$ cat src/hwc_pkg.sv
// package for the hardware configuration register block
package hwc_pkg;
  localparam logic [7:0] HWC_ADDR_CFG = 8'h14;
  localparam int HWC_BIT_EMUL = 16;
  localparam int HWC_BIT_PROT = 15;
  localparam int HWC_BIT_BIR = 12;
  localparam int HWC_BIT_LED = 11;
  localparam int HWC_BIT_SHIFT_LO = 9;
  localparam int HWC_BIT_SBP = 8;
  localparam int HWC_BIT_MII = 7;
  localparam int HWC_BIT_DRP = 6;
  localparam int HWC_BIT_MEF = 5;
  localparam int HWC_BIT_ETC = 4;
  localparam int HWC_BIT_LITE_SOFT_RESET = 3;
  localparam int HWC_BIT_PSEL = 2;
  localparam int HWC_BIT_BCE = 1;
  localparam int HWC_BIT_FULL_SOFT_RESET = 0;
  localparam logic [31:0] HWC_WRITE_MASK = 32'h0001_9FF2;
  localparam int HWC_CLK_MHZ = 100;
  localparam int HWC_LED_NORMAL_MS = 80;
  localparam int HWC_LED_FAST_NS = 15000;
  localparam int HWC_PROM_TO_MS = 30;
  localparam int HWC_PROM_TO_FAST_NS = 1280;
  localparam int HWC_LED_NORMAL_CYC = HWC_LED_NORMAL_MS * 1000 * HWC_CLK_MHZ;
  localparam int HWC_LED_FAST_CYC = HWC_LED_FAST_NS * HWC_CLK_MHZ / 1000;
  localparam int HWC_PROM_TO_CYC = HWC_PROM_TO_MS * 1000 * HWC_CLK_MHZ;
  localparam int HWC_PROM_TO_FAST_CYC = HWC_PROM_TO_FAST_NS * HWC_CLK_MHZ / 1000;
  localparam int HWC_LITE_SEQ_CYC = 16;
  localparam int HWC_FULL_SEQ_CYC = 64;
  typedef struct packed {
    logic [31:0] addr;
    logic [31:0] wdata;
    logic wr;
    logic rd;
  } hwc_bus_req_t;
  typedef enum logic [1:0] {HWC_IDLE = 2'b00, HWC_LITE = 2'b01, HWC_FULL = 2'b11} hwc_state_t;
endpackage

$ cat src/hwc_hardware_configuration_register.sv
// hardware configuration register with reset sequencing and control decodes
// Operation
// - emulation bit picks descriptor source without prom
// - protect bit shields fields from soft resets
// - empty bulk-in answers zlp or nak
// - led fast bit shortens blink to 15us
// - two-bit field shifts receive data start
// - loss of sync stalls bulk-out unless disabled
// - mii bit drives pins out in internal mode
// - mii bit ignored externally, overrides gpio
// - discard bit drops errored received frames
// - packing bit allows multi-frame transmit packets
// - prom timeout 30ms or 1.28us
// - lite reset spares usb controller, prom, phy
// - lite reset bit self-clears when done
// - phy select bit follows pin default
// - burst enable makes burst cap register apply
// - full reset resets ext phy if selected, reloads prom
// - usb phy disconnected during full reset
//
// The address-and-strobe port was left to the implementer.
`timescale 1ns/10ps
`default_nettype none
module hwc_hardware_configuration_register
  import hwc_pkg::*;
#(
  parameter int LED_NORMAL_CYC = HWC_LED_NORMAL_CYC,
  parameter int PROM_TO_CYC = HWC_PROM_TO_CYC
)(
  // clock and power-on reset
  input wire logic mclk,
  input wire logic rst,
  // register port
  input wire hwc_bus_req_t bus_req,
  output logic [31:0] rdata,
  // straps and status from the device
  input wire logic phy_choice_pin,
  input wire logic prom_present,
  input wire logic rx_fifo_empty,
  input wire logic sync_lost,
  input wire logic prom_waiting,
  // control outputs
  output logic use_descriptor_ram,
  output logic bulk_in_nak,
  output logic bulk_in_zlp,
  output logic activity_led_tick,
  output logic [1:0] receive_data_shift,
  output logic bulk_out_stall,
  output logic mii_out_enable,
  output logic mii_gpio_block,
  output logic discard_bad_frames,
  output logic multi_frame_packing,
  output logic prom_timeout,
  output logic burst_limit_enable,
  // reset sequencing outputs
  output logic lite_reset_active,
  output logic full_reset_active,
  output logic ext_phy_reset,
  output logic prom_reload,
  output logic usb_phy_disconnect
);
  logic [31:0] cfg_q;
  logic psel_q;
  logic psel_taken_q;
  hwc_state_t state_q;
  logic [6:0] seq_cnt_q;
  logic [31:0] led_cnt_q;
  logic [31:0] to_cnt_q;
  logic soft_rst;
  logic wr_cfg;
  logic [31:0] led_limit;
  logic [31:0] to_limit;

  assign wr_cfg = bus_req.wr && bus_req.addr == {24'h00_0000, HWC_ADDR_CFG};
  // soft resets reuse the sequencer; the register itself only sees rst as power-on
  assign soft_rst = state_q != HWC_IDLE && seq_cnt_q == 7'h00;

  // strap tracks the pin under reset, frozen at the first edge after release
  always_ff @(posedge mclk)
  begin
    if (rst)
    begin
      psel_taken_q <= 1'b0;
      psel_q <= phy_choice_pin;
    end
    else if (!psel_taken_q)
    begin
      psel_taken_q <= 1'b1;
      psel_q <= phy_choice_pin;
    end
  end

  always_ff @(posedge mclk)
  begin
    if (rst)
      cfg_q <= 32'h0000_0000;
    else if (soft_rst)
    begin
      // protected fields survive a soft reset while protection is on
      if (cfg_q[HWC_BIT_PROT])
        cfg_q <= cfg_q & 32'h0001_8000;
      else
        cfg_q <= 32'h0000_0000;
    end
    else if (wr_cfg)
      cfg_q <= bus_req.wdata & HWC_WRITE_MASK;
  end

  // reset sequencer; triggers written while busy are ignored
  always_ff @(posedge mclk)
  begin
    if (rst)
    begin
      state_q <= HWC_IDLE;
      seq_cnt_q <= 7'h00;
    end
    else
    begin
      unique case (state_q)
        HWC_IDLE:
        begin
          seq_cnt_q <= 7'h00;
          if (wr_cfg && bus_req.wdata[HWC_BIT_FULL_SOFT_RESET])
            state_q <= HWC_FULL;
          else if (wr_cfg && bus_req.wdata[HWC_BIT_LITE_SOFT_RESET])
            state_q <= HWC_LITE;
        end
        HWC_LITE:
        begin
          seq_cnt_q <= seq_cnt_q + 7'h01;
          if (seq_cnt_q == 7'(HWC_LITE_SEQ_CYC - 1))
            state_q <= HWC_IDLE;
        end
        HWC_FULL:
        begin
          seq_cnt_q <= seq_cnt_q + 7'h01;
          if (seq_cnt_q == 7'(HWC_FULL_SEQ_CYC - 1))
            state_q <= HWC_IDLE;
        end
        default:
          state_q <= HWC_IDLE;
      endcase
    end
  end

  assign lite_reset_active = state_q == HWC_LITE;
  assign full_reset_active = state_q == HWC_FULL;
  assign usb_phy_disconnect = full_reset_active;
  assign ext_phy_reset = full_reset_active && psel_q;
  assign prom_reload = full_reset_active && seq_cnt_q == 7'h00;

  always_ff @(posedge mclk)
  begin
    if (rst)
      rdata <= 32'h0000_0000;
    else if (bus_req.rd && bus_req.addr == {24'h00_0000, HWC_ADDR_CFG})
    begin
      rdata <= cfg_q;
      rdata[HWC_BIT_PSEL] <= psel_q;
      rdata[HWC_BIT_LITE_SOFT_RESET] <= lite_reset_active;
      rdata[HWC_BIT_FULL_SOFT_RESET] <= full_reset_active;
    end
    else
      rdata <= 32'h0000_0000;
  end

  assign use_descriptor_ram = !prom_present && cfg_q[HWC_BIT_EMUL];
  assign bulk_in_nak = rx_fifo_empty && cfg_q[HWC_BIT_BIR];
  assign bulk_in_zlp = rx_fifo_empty && !cfg_q[HWC_BIT_BIR];
  assign receive_data_shift = cfg_q[HWC_BIT_SHIFT_LO +: 2];
  assign bulk_out_stall = sync_lost && !cfg_q[HWC_BIT_SBP];
  assign mii_out_enable = !psel_q && cfg_q[HWC_BIT_MII];
  assign mii_gpio_block = mii_out_enable;
  assign discard_bad_frames = cfg_q[HWC_BIT_DRP];
  assign multi_frame_packing = cfg_q[HWC_BIT_MEF];
  assign burst_limit_enable = cfg_q[HWC_BIT_BCE];

  // activity led half-period tick
  assign led_limit = cfg_q[HWC_BIT_LED] ? 32'(HWC_LED_FAST_CYC) : 32'(LED_NORMAL_CYC);
  always_ff @(posedge mclk)
  begin
    if (rst || led_cnt_q >= led_limit - 32'h0000_0001)
      led_cnt_q <= 32'h0000_0000;
    else
      led_cnt_q <= led_cnt_q + 32'h0000_0001;
  end
  always_ff @(posedge mclk)
  begin
    if (rst)
      activity_led_tick <= 1'b0;
    else
      activity_led_tick <= led_cnt_q >= led_limit - 32'h0000_0001;
  end

  // prom response watchdog; counts only while a response is awaited
  assign to_limit = cfg_q[HWC_BIT_ETC] ? 32'(HWC_PROM_TO_FAST_CYC) : 32'(PROM_TO_CYC);
  always_ff @(posedge mclk)
  begin
    if (rst || !prom_waiting)
      to_cnt_q <= 32'h0000_0000;
    else if (to_cnt_q < to_limit)
      to_cnt_q <= to_cnt_q + 32'h0000_0001;
  end
  always_ff @(posedge mclk)
  begin
    if (rst)
      prom_timeout <= 1'b0;
    else
      prom_timeout <= prom_waiting && to_cnt_q >= to_limit - 32'h0000_0001;
  end
endmodule
`default_nettype wire

$ cat config.mk
export PLATFORM = sky130hd
export DESIGN_NAME = hwc_hardware_configuration_register
export DESIGN_NICKNAME = d
export VERILOG_FILES = /design/src/hwc_pkg.sv /design/src/hwc_hardware_configuration_register.sv
export SDC_FILE = /design/constraint.sdc
export NUM_CORES = 1
export LEC_CHECK = 0
export ABC_CLOCK_PERIOD_IN_PS = 2900
export BUFFER_PORTS_ARGS = -buffer_cell sky130_fd_sc_hd__buf_2
export CAP_MARGIN = 20
export CORE_ASPECT_RATIO = 0.7
export CORE_MARGIN = 2
export CORE_UTILIZATION = 40
export CTS_CLUSTER_SIZE = 30
export DETAILED_ROUTE_END_ITERATION = 8
export MAX_ROUTING_LAYER = met4
export SYNTH_ARGS = -nofsm -noshare
export SYNTH_HDL_FRONTEND = slang
export SYNTH_SLANG_ARGS = --single-unit
$ cat constraint.sdc
create_clock -name mclk -period 2.9 [get_ports mclk]
set_clock_uncertainty 0.05 [all_clocks]
set_input_delay 0.435 -clock mclk [delete_from_list [all_inputs] [get_ports mclk]]
set_output_delay 0.435 -clock mclk [all_outputs]
set_load 0.03 [all_outputs]
==> run_results.csv <==
group,metric,value,unit
status,status,"completed",
synth,yosys_most_used_dff,"dfxtp_1",
critical_path,critical_path.startpoint,"cfg_q[4]",
synth,synthArstFlopShare,0,
timing,tightest_slew,769.0,ps
grt,grtUsageTotal,0.1718,
detailed_routing,drt_drc_violations_left,0,
timing,setup_slack,235.9,ps
grt,grt_pass1_wl,17.28,mm
critical_path,critPathTopFamily,"simple AND/OR/NAND/NOR gates",
critical_path,cp-endpoint,"to_cnt_q[15]",
clock_tree,htree_levels,3,
detailed_routing,drt_iter0_markers,223,
floorplan,start_util,0.4144,
timing,timing.fmax,0.3754,GHz
floorplan,die_x,136.2,µm
timing,fin_hold_ws,211.5,ps
floorplan,io_pins,123,
placement,io_buffers,87,
critical_path,critical_path_buf_inv_count,1,
critical_path,critical_path_class,"flip-flop to flip-flop",
final_layout,diodes,0,
detailed_routing,routed_wl,10.95,mm
critical_path,crit_cells,7,
floorplan,rows,33,
critical_path,timing.rr.end,"to_cnt_q[15]",
synth,synth_top_area_share,0.4214,
detailed_routing,antenna_left,0,
timing,min_period_over_period,0.9187,
synth,synth.most_common_cell,"dfxtp_1",
detailed_routing,vias,4103,
critical_path,cp.arrival,2870,ps
critical_path,cpPeakStageDelay,520,ps
grt,grt_antenna_before_repair,0,
clock_tree,cts.sinks,104,
critical_path,reg2regPathDepth,7,
floorplan,core-area,11810,µm²
clock_tree,max-clock-path-buffers,2,
critical_path,rrSetupSlack,240,ps
pwr,powerDensity,471.7,nW/µm²
timing,totalNegativeSetupSlack,0,ps
synth,netlist_area,4893,µm²
critical_path,worstSetupStartpointType,"flip-flop",
detailed_routing,post_drt_wl_per_cell,13.82,µm
critical_path,worstPathCellList,"ha_1, o21a_1, o311a_1, or4_1, buf_12, or4_1, a21oi_1",
critical_path,cpMaxStageDelayCell,"or4_1",
timing,slew_headroom,0.4861,
synth,synth_top_area_cell,"dfxtp_1",
critical_path,critPathMaxFanout,43,
final_layout,syn_to_final_growth,18.23,%
critical_path,end_kind,"flip-flop",
synth,ys_warn_count,0,
placement,gp_congestion,0.8422,
synth,synth_common_cells,"103 x dfxtp_1, 49 x nor2_1, 30 x a21oi_1, 28 x and2_1",
timing,finalMaxSlewViolations,0,
timing,hold_viol_final,0,
synth,syn-instance-count,541,
synth,synth.distinct_cells,53,
critical_path,r2r_start,"cfg_q[4]",
clock_tree,clk_pin_slew,80,ps
pwr,leakagePower,0.002364,µW
clock_tree,clock_latency,340,ps
floorplan,die_y,96.54,µm
grt,grt.overflow.total,0,
grt,grt_pass1_vias,3635,
final_layout,final_nets,727,
detailed_routing,drt_pass1_iterations,4,
timing,fin_crit,2664,ps
clock_tree,cts-buffers-inserted,9,
synth,synthTopCellsByArea,"dfxtp_1 42%, ha_1 6.1%, or4_1 3.8%",
detailed_routing,viasPerCell,5.181,
clock_tree,cts_tree,"done",
job,drv_cap,0,
pwr,vdd_drop_max,276.9,µV
synth,ys_seq_area_frac,0.4275,
clock_tree,cts_setup_buffers,0,
critical_path,crit_top_cell,"or4_1",
min_path,min-delay-path-class,"input port to flip-flop",
grt,grt_start_max_net_pins,44,
placement,dpl_worst_slack,135.1,ps
final_layout,drive_above_1_share,0.1921,
synth,avgSynthCellArea,9.045,µm²
timing,setup_viol,0,
synth,ys_seq_elements,104,
floorplan,die_area,13150,µm²
clock_tree,root_buffer,"clkbuf_16",
synth,synth_edf_count,1,
critical_path,crit_required,3110,ps
timing,rsz0062_at_grt,"no",
placement,dp_hpwl,8.175,mm
[worst register-to-register path, delay by kind of cell (launching register included)]
kind | cells | cell delay [ps]
AND/OR/NAND/NOR | 2 | 1000
AO/OA/AOI/OAI | 3 | 580
flip-flops | 1 | 460
adder cells (fa/ha/maj) | 1 | 290
buffers and inverters | 1 | 200
[through the flow]
| stage | cell area [µm²] | utilization | power [µW] | cells |
|---|---|---|---|---|
| 6_report | 5786 | 0.4899 | 2729 | 792 |
| 5_1_grt | 5786 | 0.4899 | 2832 | 792 |
| 4_1_cts | 5784 | 0.4898 | 2767 | 792 |
| 3_5_place_dp | 5485 | 0.4645 | 1575 | 776 |
| 3_3_place_gp | 5485 | 0.4645 | 1574 | 776 |
| 2_1_floorplan | 4984 | - | 1545 | 565 |
[cell type report]
class,count,area (µm²)
multi-input cells,400,2590
fillers,1105,6023
well taps,157,196.4
clock buffers,9,225.2
inverters,17,63.81
flip-flops and latches,104,2093
repair buffers,98,543.0
clock inverters,7,73.82
[flip-flops by register name, indices dropped and copies added (netlist names), 2 cells and up]
register and count:
cfg_q 12, led_cnt_q 32, rdata 15, seq_cnt_q 7, state_q 2, to_cnt_q 32
[cell families (layout without fill, tap and decap cells)]
family	after synthesis	after routing	synth area share
adder cells (fa/ha/maj)	24	24	0.06137
flip-flops	104	104	0.4275
AO/OA/AOI/OAI	79	79	0.1061
multiplexers	13	13	0.02659
AND/OR/NAND/NOR	234	234	0.2690
buffers and inverters	61	131	0.06392
XOR/XNOR	25	25	0.04475
other	1	25	0.0007663
[where the power goes]
| part | switching, µW | total, µW | internal, µW |
|---|---|---|---|
| sequential | 3.65 | 1440 | 1440 |
| clock | 579 | 1190 | 610 |
| combinational | 63.7 | 98.0 | 34.3 |
[layout by cell type, fill, tap and decap left out, types with 5 or more instances in the layout]
| cell | synthesis | final |
|---|---|---|
| o21ai_0 | 8 | 8 |
| or4_1 | 25 | 25 |
| xnor2_1 | 17 | 17 |
| mux2i_1 | 13 | 13 |
| and2_1 | 28 | 28 |
| inv_1 | 17 | 17 |
| nor4_1 | 19 | 18 |
| buf_4 | 21 | 9 |
| nand4_1 | 13 | 13 |
| and3_1 | 13 | 13 |
| nor2_1 | 49 | 49 |
| conb_1 | 1 | 25 |
| buf_2 | 4 | 87 |
| nand3_1 | 21 | 21 |
| nor3_1 | 10 | 9 |
| ha_1 | 24 | 24 |
| clkbuf_16 | 0 | 9 |
| nor2b_1 | 7 | 7 |
| o31ai_1 | 18 | 18 |
| or3_1 | 5 | 5 |
| xor2_1 | 8 | 8 |
| nand2_1 | 25 | 25 |
| a21oi_1 | 30 | 30 |
| dfxtp_1 | 103 | 102 |
[metal layers]
metal  up-vias  global-route usage  wire length, µm
met1      1875              0.2230             5295
met2       119              0.2642             4825
met3        11             0.04538              683
li1       2098                   -                -
met4         0             0.05208              141
met5         -                   -                0
[how the worst min path moves through the flow]
stage / start / end / slack (ps) / cells after the start
detailed placement: led_cnt_q[0] / led_cnt_q[0] / 390 / 1
global route: phy_choice_pin / psel_q / 200 / 1
global placement: led_cnt_q[0] / led_cnt_q[0] / 380 / 1
CTS: phy_choice_pin / psel_q / 200 / 1
floorplan: led_cnt_q[0] / led_cnt_q[0] / 370 / 1
finish: phy_choice_pin / psel_q / 210 / 1
[what timing repair did]
| action | CTS | global route |
|---|---|---|
| resized for setup | 0 | 1 |
| hold buffers | 0 | 0 |
| setup endpoints to repair | 0 | 4 |
(Power assumes the default switching activity.)
